### src/csjg_pkg.sv
package csjg_pkg;
  localparam int IR_W = 10;
  localparam logic [9:0] SECURE_ENTRY_CODE = 10'h202;
  localparam logic [9:0] SECURE_EXIT_CODE = 10'h208;
  localparam int KEY_W = 128;
  localparam int ID_W = 64;
  localparam int ID_FETCH_CYCLES = 67;
  localparam int CNT_W = 7;
  localparam int ADDR_W = 6;
  localparam int DATA_W = 32;
  localparam logic [5:0] ADDR_CTRL = 6'h00;
  localparam logic [5:0] ADDR_STATUS = 6'h04;
  localparam logic [5:0] ADDR_KEY0 = 6'h08;
  localparam logic [5:0] ADDR_KEY1 = 6'h0C;
  localparam logic [5:0] ADDR_KEY2 = 6'h10;
  localparam logic [5:0] ADDR_KEY3 = 6'h14;
  localparam logic [5:0] ADDR_ID_LO = 6'h18;
  localparam logic [5:0] ADDR_ID_HI = 6'h1C;
  localparam logic [5:0] ADDR_ERASE = 6'h20;
  localparam int CTRL_ENC_BIT = 0;
  localparam int CTRL_RBP_BIT = 1;
  localparam int CTRL_EOP_BIT = 2;
  localparam logic [2:0] CTRL_RESET = 3'h0;
  localparam int ST_SECURE_BIT = 0;
  localparam int ST_READY_BIT = 1;
  localparam int ST_REFUSED_BIT = 2;
  localparam int ST_DENIED_BIT = 3;
  localparam int ERASE_BIT = 0;

  typedef enum logic [1:0] {
    CSJG_SEC_HEADER = 2'b00,
    CSJG_SEC_IOCHAIN = 2'b01,
    CSJG_SEC_CORE = 2'b10,
    CSJG_SEC_POST = 2'b11
  } csjg_section_t;

  typedef enum logic [1:0] {
    CSJG_OP_PROGRAM = 2'b00,
    CSJG_OP_ERASE = 2'b01,
    CSJG_OP_READ = 2'b10,
    CSJG_OP_VERIFY = 2'b11
  } csjg_flash_op_t;

  typedef enum logic [1:0] {
    CSJG_ID_IDLE = 2'b00,
    CSJG_ID_FETCH = 2'b01,
    CSJG_ID_DONE = 2'b10
  } csjg_id_state_t;
endpackage

### src/csjg_top.sv
// The placing of the registers and the strobed register port are this design's own decisions.
`timescale 1ns/1ps
module csjg_top #(
  parameter logic [9:0] BYPASS_CODE = 10'h3FF,
  parameter logic [9:0] SAMPLE_CODE = 10'h005,
  parameter logic [9:0] EXTEST_CODE = 10'h00F,
  parameter logic [9:0] IDCODE_CODE = 10'h006,
  parameter logic [9:0] CONFIG_LOAD_CODE = 10'h002,
  // arbitrary identifier value, replaced per part
  parameter logic [63:0] DEVICE_UID = 64'h5A5A_0F0F_1234_ABCD,
  parameter int FETCH_CYCLES = csjg_pkg::ID_FETCH_CYCLES
) (
  input wire logic CLOCK,
  input wire logic RST_N,
  input wire logic [5:0] ADDR,
  input wire logic [31:0] WDATA,
  input wire logic WR,
  input wire logic RD,
  output logic [31:0] RDATA,
  input wire logic IR_LOAD,
  input wire logic [9:0] IR_CODE,
  input wire logic IR_FROM_CORE,
  output logic [9:0] IR_ACTIVE,
  output logic IR_REFUSED,
  output logic SECURE_ACTIVE,
  input wire logic FLASH_REQ,
  input wire logic [1:0] FLASH_OP,
  output logic FLASH_GRANT,
  output logic FLASH_DENY,
  input wire logic [1:0] CFG_SECTION,
  input wire logic CFG_ENCRYPTED,
  input wire logic CFG_COMPRESSED,
  output logic DECRYPT_EN,
  output logic DECOMP_FROM_DECRYPT,
  output logic CFG_KEY_MISMATCH,
  output logic [127:0] CIPHER_KEY,
  input wire logic ID_READ_CLK,
  input wire logic ID_RESTART,
  output logic ID_READY,
  output logic [63:0] DEVICE_SERIAL_OUT
);
  if (FETCH_CYCLES < csjg_pkg::ID_FETCH_CYCLES ||
      FETCH_CYCLES > 127) begin : g_bad_cycles
    $error("FETCH_CYCLES out of range");
  end

  logic [2:0] ctrl;
  logic [127:0] key;
  logic refused_seen;
  logic denied_seen;
  logic enc_en;
  logic rbp_en;
  logic eop_en;
  logic ir_ok;
  logic is_lock;
  logic is_unlock;
  logic is_mand;
  logic erase_wr;

  assign enc_en = ctrl[csjg_pkg::CTRL_ENC_BIT];
  assign rbp_en = ctrl[csjg_pkg::CTRL_RBP_BIT];
  assign eop_en = ctrl[csjg_pkg::CTRL_EOP_BIT];
  assign erase_wr = WR && ADDR == csjg_pkg::ADDR_ERASE &&
    WDATA[csjg_pkg::ERASE_BIT];

  // instruction gate
  assign is_lock = IR_CODE == csjg_pkg::SECURE_ENTRY_CODE;
  assign is_unlock = IR_CODE == csjg_pkg::SECURE_EXIT_CODE;
  assign is_mand = IR_CODE == BYPASS_CODE || IR_CODE == SAMPLE_CODE ||
    IR_CODE == EXTEST_CODE || IR_CODE == IDCODE_CODE;

  always_comb begin
    if (is_lock || is_unlock) begin
      ir_ok = IR_FROM_CORE;
    end else if (SECURE_ACTIVE) begin
      ir_ok = is_mand;
    end else begin
      ir_ok = !(enc_en && IR_CODE == CONFIG_LOAD_CODE);
    end
  end

  always_ff @(posedge CLOCK) begin
    if (!RST_N) begin
      SECURE_ACTIVE <= 1'b0;
    end else if (IR_LOAD && ir_ok && is_lock) begin
      SECURE_ACTIVE <= 1'b1;
    end else if (IR_LOAD && ir_ok && is_unlock) begin
      SECURE_ACTIVE <= 1'b0;
    end
  end

  // a refused code never reaches a data register other than bypass
  always_ff @(posedge CLOCK) begin
    if (!RST_N) begin
      IR_ACTIVE <= BYPASS_CODE;
      IR_REFUSED <= 1'b0;
    end else if (IR_LOAD) begin
      IR_ACTIVE <= ir_ok ? IR_CODE : BYPASS_CODE;
      IR_REFUSED <= !ir_ok;
    end
  end

  // flash permissions; secure mode denies the test port every flash operation
  always_ff @(posedge CLOCK) begin
    if (!RST_N) begin
      FLASH_GRANT <= 1'b0;
      FLASH_DENY <= 1'b0;
    end else begin
      FLASH_GRANT <= FLASH_REQ && !SECURE_ACTIVE &&
        (!rbp_en || !FLASH_OP[1]);
      FLASH_DENY <= FLASH_REQ && (SECURE_ACTIVE ||
        (rbp_en && FLASH_OP[1]));
    end
  end

  // configuration stream decryption
  logic chain_done;
  always_ff @(posedge CLOCK) begin
    if (!RST_N) begin
      chain_done <= 1'b0;
    end else if (CFG_SECTION == csjg_pkg::CSJG_SEC_HEADER) begin
      chain_done <= 1'b0;
    end else if (CFG_SECTION == csjg_pkg::CSJG_SEC_CORE) begin
      chain_done <= 1'b1;
    end
  end

  always_ff @(posedge CLOCK) begin
    if (!RST_N) begin
      DECRYPT_EN <= 1'b0;
      DECOMP_FROM_DECRYPT <= 1'b0;
      CFG_KEY_MISMATCH <= 1'b0;
    end else begin
      DECRYPT_EN <= CFG_ENCRYPTED && CFG_SECTION[1] &&
        (chain_done || CFG_SECTION == csjg_pkg::CSJG_SEC_CORE);
      DECOMP_FROM_DECRYPT <= CFG_ENCRYPTED && CFG_COMPRESSED;
      CFG_KEY_MISMATCH <= SECURE_ACTIVE && eop_en &&
        !CFG_ENCRYPTED && CFG_SECTION[1];
    end
  end

  // key stays inside: only the cipher sees it
  assign CIPHER_KEY = key;

  always_ff @(posedge CLOCK) begin
    if (!RST_N) begin
      ctrl <= csjg_pkg::CTRL_RESET;
    end else if (erase_wr) begin
      ctrl <= csjg_pkg::CTRL_RESET;
    end else if (WR && ADDR == csjg_pkg::ADDR_CTRL) begin
      ctrl <= WDATA[2:0];
    end
  end

  // key models flash cells: no clear at reset, only at chip erase
  always_ff @(posedge CLOCK) begin
    if (erase_wr) begin
      key <= '0;
    end else if (WR && ADDR == csjg_pkg::ADDR_KEY0) begin
      key[31:0] <= WDATA;
    end else if (WR && ADDR == csjg_pkg::ADDR_KEY1) begin
      key[63:32] <= WDATA;
    end else if (WR && ADDR == csjg_pkg::ADDR_KEY2) begin
      key[95:64] <= WDATA;
    end else if (WR && ADDR == csjg_pkg::ADDR_KEY3) begin
      key[127:96] <= WDATA;
    end
  end

  // sticky events; a new event beats a write-one clear
  always_ff @(posedge CLOCK) begin
    if (!RST_N) begin
      refused_seen <= 1'b0;
      denied_seen <= 1'b0;
    end else begin
      if (IR_LOAD && !ir_ok) begin
        refused_seen <= 1'b1;
      end else if (WR && ADDR == csjg_pkg::ADDR_STATUS &&
          WDATA[csjg_pkg::ST_REFUSED_BIT]) begin
        refused_seen <= 1'b0;
      end
      if (FLASH_DENY) begin
        denied_seen <= 1'b1;
      end else if (WR && ADDR == csjg_pkg::ADDR_STATUS &&
          WDATA[csjg_pkg::ST_DENIED_BIT]) begin
        denied_seen <= 1'b0;
      end
    end
  end

  always_ff @(posedge CLOCK) begin
    if (!RST_N) begin
      RDATA <= 32'h0000_0000;
    end else if (RD) begin
      unique case (ADDR)
        csjg_pkg::ADDR_CTRL: RDATA <= {29'h0, ctrl};
        csjg_pkg::ADDR_STATUS: RDATA <= {28'h0, denied_seen,
          refused_seen, ID_READY, SECURE_ACTIVE};
        csjg_pkg::ADDR_ID_LO: RDATA <= DEVICE_SERIAL_OUT[31:0];
        csjg_pkg::ADDR_ID_HI: RDATA <= DEVICE_SERIAL_OUT[63:32];
        default: RDATA <= 32'h0000_0000;
      endcase
    end else begin
      RDATA <= 32'h0000_0000;
    end
  end

  // identifier reader: read clock is sampled, never used as a clock
  logic id_s1;
  logic id_s2;
  logic id_s3;
  logic id_lvl;
  logic id_edge;
  always_ff @(posedge CLOCK) begin
    if (!RST_N) begin
      id_s1 <= 1'b0;
      id_s2 <= 1'b0;
      id_s3 <= 1'b0;
      id_lvl <= 1'b0;
    end else begin
      id_s1 <= ID_READ_CLK;
      id_s2 <= id_s1;
      id_s3 <= id_s2;
      if (id_s2 == id_s3) begin
        id_lvl <= id_s2;
      end
    end
  end
  assign id_edge = id_s2 == id_s3 && id_s2 && !id_lvl;

  csjg_pkg::csjg_id_state_t id_state;
  logic [6:0] id_cnt;
  logic [63:0] fuse_sh;
  logic [63:0] id_sh;
  logic [6:0] next_id_cnt;
  assign next_id_cnt = id_cnt + 7'h01;

  always_ff @(posedge CLOCK) begin
    if (!RST_N || ID_RESTART) begin
      id_state <= csjg_pkg::CSJG_ID_IDLE;
      id_cnt <= 7'h00;
      fuse_sh <= 64'h0;
      id_sh <= 64'h0;
      ID_READY <= 1'b0;
      DEVICE_SERIAL_OUT <= 64'h0;
    end else begin
      unique case (id_state)
        csjg_pkg::CSJG_ID_IDLE: if (id_edge) begin
          id_state <= csjg_pkg::CSJG_ID_FETCH;
          id_cnt <= 7'h01;
          fuse_sh <= {DEVICE_UID[62:0], 1'b0};
          id_sh <= {63'h0, DEVICE_UID[63]};
        end
        csjg_pkg::CSJG_ID_FETCH: if (id_edge) begin
          id_cnt <= next_id_cnt;
          if (id_cnt < 7'(csjg_pkg::ID_W)) begin
            id_sh <= {id_sh[62:0], fuse_sh[63]};
            fuse_sh <= {fuse_sh[62:0], 1'b0};
          end
          if (next_id_cnt == 7'(FETCH_CYCLES)) begin
            id_state <= csjg_pkg::CSJG_ID_DONE;
            ID_READY <= 1'b1;
            DEVICE_SERIAL_OUT <= id_sh;
          end
        end
        csjg_pkg::CSJG_ID_DONE: begin
          ID_READY <= 1'b1;
        end
        default: id_state <= csjg_pkg::CSJG_ID_IDLE;
      endcase
    end
  end

  logic [7:0] edge_cnt;
  always_ff @(posedge CLOCK) begin
    if (!RST_N || ID_RESTART) begin
      edge_cnt <= 8'h00;
    end else if (id_edge && !ID_READY && edge_cnt != 8'hFF) begin
      edge_cnt <= edge_cnt + 8'h01;
    end
  end
endmodule

### config.mk
export PLATFORM = sky130hd
export DESIGN_NAME = csjg_top
export DESIGN_NICKNAME = d
export VERILOG_FILES = /design/src/csjg_pkg.sv /design/src/csjg_top.sv
export SDC_FILE = /design/constraint.sdc
export NUM_CORES = 1
export LEC_CHECK = 0
export ABC_AREA = 1
export BUFFER_PORTS_ARGS = -buffer_cell sky130_fd_sc_hd__buf_4
export CORE_MARGIN = 3
export CORE_UTILIZATION = 49
export DETAILED_ROUTE_END_ITERATION = 6
export HOLD_SLACK_MARGIN = 0.06
export MAX_ROUTING_LAYER = met4
export PLACE_DENSITY = 0.72
export SYNTH_ARGS = -nofsm -noshare
export SYNTH_HDL_FRONTEND = slang
export SYNTH_SLANG_ARGS = --single-unit
export TNS_END_PERCENT = 100
### constraint.sdc
create_clock -name CLOCK -period 1.65 [get_ports CLOCK]
set_input_delay 0.2475 -clock CLOCK [delete_from_list [all_inputs] [get_ports CLOCK]]
set_output_delay 0.2475 -clock CLOCK [all_outputs]
set_load 0.01 [all_outputs]
==> summary.json <==
{
  "critical_path": {
    "cp.required_ns": 2.08,
    "cpMostUsedCell": "nand2_2",
    "cp_slowest_stage_delay_ns": 0.35,
    "timing_worst_setup_path_type": "reg2reg",
    "cp-end-kind": "flip-flop",
    "source_of_the_worst_register_to_register_timing_path": "id_cnt[0]",
    "crit_chain": "ha_4 -> nand3_2 -> nand2_2 -> nand2_2 -> nor2_2 -> nand2_2 -> nor2_4 -> buf_6 -> buf_16 -> nand4_1 -> nand2_1 -> nor2_2",
    "setup.worst_path.start": "id_cnt[0]",
    "crit_fanout": 6,
    "cp.arrival_ns": 2.35,
    "worst_setup_sp_type": "flip-flop",
    "slowest_stage": "dfxtp_2"
  },
  "timing": {
    "post-route-period-util_pct": 117,
    "finalSetupTns_ns": -11.78,
    "hold_violations": 0,
    "hold_slack_ns": 0.183,
    "post-route-worst-setup-slack_ns": -0.275,
    "layout_min_cycle_time_ns": 1.93,
    "rsz0062_at_grt": "yes",
    "tightestPinTransition_ns": 0.458,
    "report.final.slew_viol_count": 0,
    "worst_clock_skew_ns": 0.0350,
    "max-slew-margin-rel_pct": 69.5,
    "final-setup-viol-count": 94,
    "max_freq_mhz": 519
  },
  "routing": {
    "antenna_violating_nets_post_route": 0,
    "drt_pass1_iterations": 6,
    "final_routed_wirelength_across_all_metal_layers_um": 51400,
    "vias": 15200,
    "drt_first_iter_violations": 1485,
    "drt_drc_violations_left": 0,
    "drt-wirelength-per-cell_um": 19.0,
    "routed_via_density": 5.60
  },
  "outcome": {
    "failing_checks": "negative setup slack",
    "status": "finished, violations left"
  },
  "clock_network": {
    "path_clk_slew_ns": 0.06,
    "ctsRootBufferMaster": "clkbuf_16",
    "clock_tree.buffer_depth": 3,
    "clock-sinks": 388,
    "cts.htree.levels": 2,
    "tritoncts": "built",
    "cts_buffers": 40,
    "worstSkewPairLatency_ns": 0.54
  },
  "place": {
    "cell_area_placed_sq_mm": 0.0180,
    "gp_congestion": 0.919,
    "dpl.hpwl_um": 29700,
    "placement.io_buffers": 303,
    "cell_count_post_placement": 2542
  },
  "synthesis": {
    "asyncSetResetFlopFracSynth_pct": 0,
    "ys_seq_elements": 388,
    "yosys_warnings": 0,
    "synthCells": 1918,
    "synthFlopType": "dfxtp_1",
    "synth.lib_cells_used.distinct": 31,
    "syn-mean-instance-area_sq_um": 7.84,
    "synth-seq-area-share_pct": 51.6,
    "post_synth_design_cell_area_sq_mm": 0.0150,
    "synth_edf_count": 0,
    "synth_fp_nets": 1984
  },
  "global_routing": {
    "antenna_violations_before_repair": 0,
    "groute.layer.met1.usage_pct": 34.1,
    "groute.layer.met2.usage_pct": 46.5,
    "globalRoute.busiestLayer": "met2",
    "grt-ovfl-total": 0,
    "maximum_number_of_pins_on_one_net_before_global_route_repair": 69,
    "grt_use_total_pct": 27.7,
    "grtUsageMet3_pct": 4.23,
    "grt_pass1_vias": 13800,
    "grt_pass1_wl_um": 73700
  },
  "min_path": {
    "worst_hold_path_type": "in2reg",
    "min_from": "RST_N"
  },
  "power_and_ir_drop": {
    "static-leakage-power_nw": 8.67,
    "cellPowerDensity_mw_per_mm2": 1030,
    "vdd_ir_drop_max_v": 0.000836
  },
  "floorplanning": {
    "floorplan.die_area_sq_mm": 0.0328,
    "design.portCount": 305,
    "fp.dieH_um": 181,
    "fp.coreArea_sq_mm": 0.0300,
    "die_w_um": 181,
    "num_rows": 63,
    "initial_utilization_pct": 50.2
  },
  "layout": {
    "highest_count_cells_in_the_layout_ignoring_fill_and_taps": "dfxtp_1, buf_4, nand2_1",
    "synthToLayoutAreaGrowth_pct": 43.0,
    "final_core_utilization_pct": 71.8,
    "design_area_sq_mm": 0.0215,
    "mostFrequentLayoutCell": "dfxtp_1",
    "n_antenna_cell": 0,
    "fin_nets": 2359,
    "final_cell_count_no_fill": 2713,
    "final_layout_size_suffix_gt1_share_pct": 31.0
  },
  "job": {
    "reported_max_cap_violation_count": 0
  }
}
## synthesized netlist by cell type (57+ instances only)
library cell | instances | area share [%]
a211oi_1 | 65 | 3.2
a21oi_1 | 236 | 7.9
nor2_1 | 251 | 6.3
nand2_1 | 320 | 8.0
dfxtp_1 | 388 | 52
nand3_1 | 95 | 3.2
nor2_2 | 68 | 2.8
inv_1 | 118 | 2.9
nand4_1 | 67 | 2.8
buf_2 | 57 | 1.9
clkbuf_1 | 60 | 1.5
o21ai_0 | 121 | 4.0
## path summary, 6_finish.rpt
path,slack (ns),depth (start not counted),end
setup / recovery,-0.28,12,DEVICE_SERIAL_OUT[20]
hold / removal,0.18,4,denied_seen
setup reg to reg,-0.28,12,DEVICE_SERIAL_OUT[20]
hold reg to reg,0.43,2,id_s2
## metal layers
metal  up-vias  part of all wire (%)
met5         -                     0
met4         0                   4.6
met3       187                   8.1
met2       774                    49
met1      7147                    38
li1       7091                     -
## cells by family after synthesis
kind of cell	count (synthesis)	share of synthesized area [%]
AO/OA/AOI/OAI	439	15.8
adder cells (fa/ha/maj)	3	0.250
buffers and inverters	272	8.46
flip-flops	388	51.6
AND/OR/NAND/NOR	816	23.9
## what timing repair did
item | CTS | global route
cloned | 8 | 24
hold buffers | 55 | 0
endpoints found under the hold margin | 148 | 0
resized for setup | 51 | 180
endpoints found under the setup margin | 88 | 197
pin swaps | 3 | 50
buffers inserted | 12 | 10
## report_power, final
| part | switching (W) | internal, W | total, W |
|---|---|---|---|
| Sequential | 0.000365 | 0.00995 | 0.0103 |
| Clock | 0.00374 | 0.00567 | 0.00941 |
| Combinational | 0.00126 | 0.00120 | 0.00246 |
| Total | 0.00536 | 0.0168 | 0.0222 |
## critical path: cells and delay by family, from the launching register on
family | cells | cell delay (ns)
buffers and inverters | 2 | 0.34
DFF | 1 | 0.35
and+or+nand+nor | 9 | 0.94
adders and majority gates | 1 | 0.18
## per-stage QoR
step	setup slack (ns)	total power (W)
detailed placement	-0.133	0.0128
global placement	-0.129	0.0127
floorplan	0.0345	0.0114
finish	-0.275	0.0222
global route	-0.337	0.0229
CTS	-0.148	0.0222
## registers in the layout, summed over array words and instances (netlist names), 2 cells and up
name / cells
id_cnt: 7
CIPHER_KEY: 128
fuse_sh: 63
ctrl: 3
id_sh: 64
IR_ACTIVE: 10
RDATA: 32
id_state: 2
DEVICE_SERIAL_OUT: 64
## area by class of cell
cell class	count	area, sq um
flip-flops and latches	388	7770
fillers	2161	8450
clock inverters	12	179
repair inverters	1	6.26
multi-input cells	1259	6790
repair buffers	476	4570
inverters	127	495
well taps	390	488
clock buffers	60	1200
No activity file was read; power rests on OpenSTA's default activity.
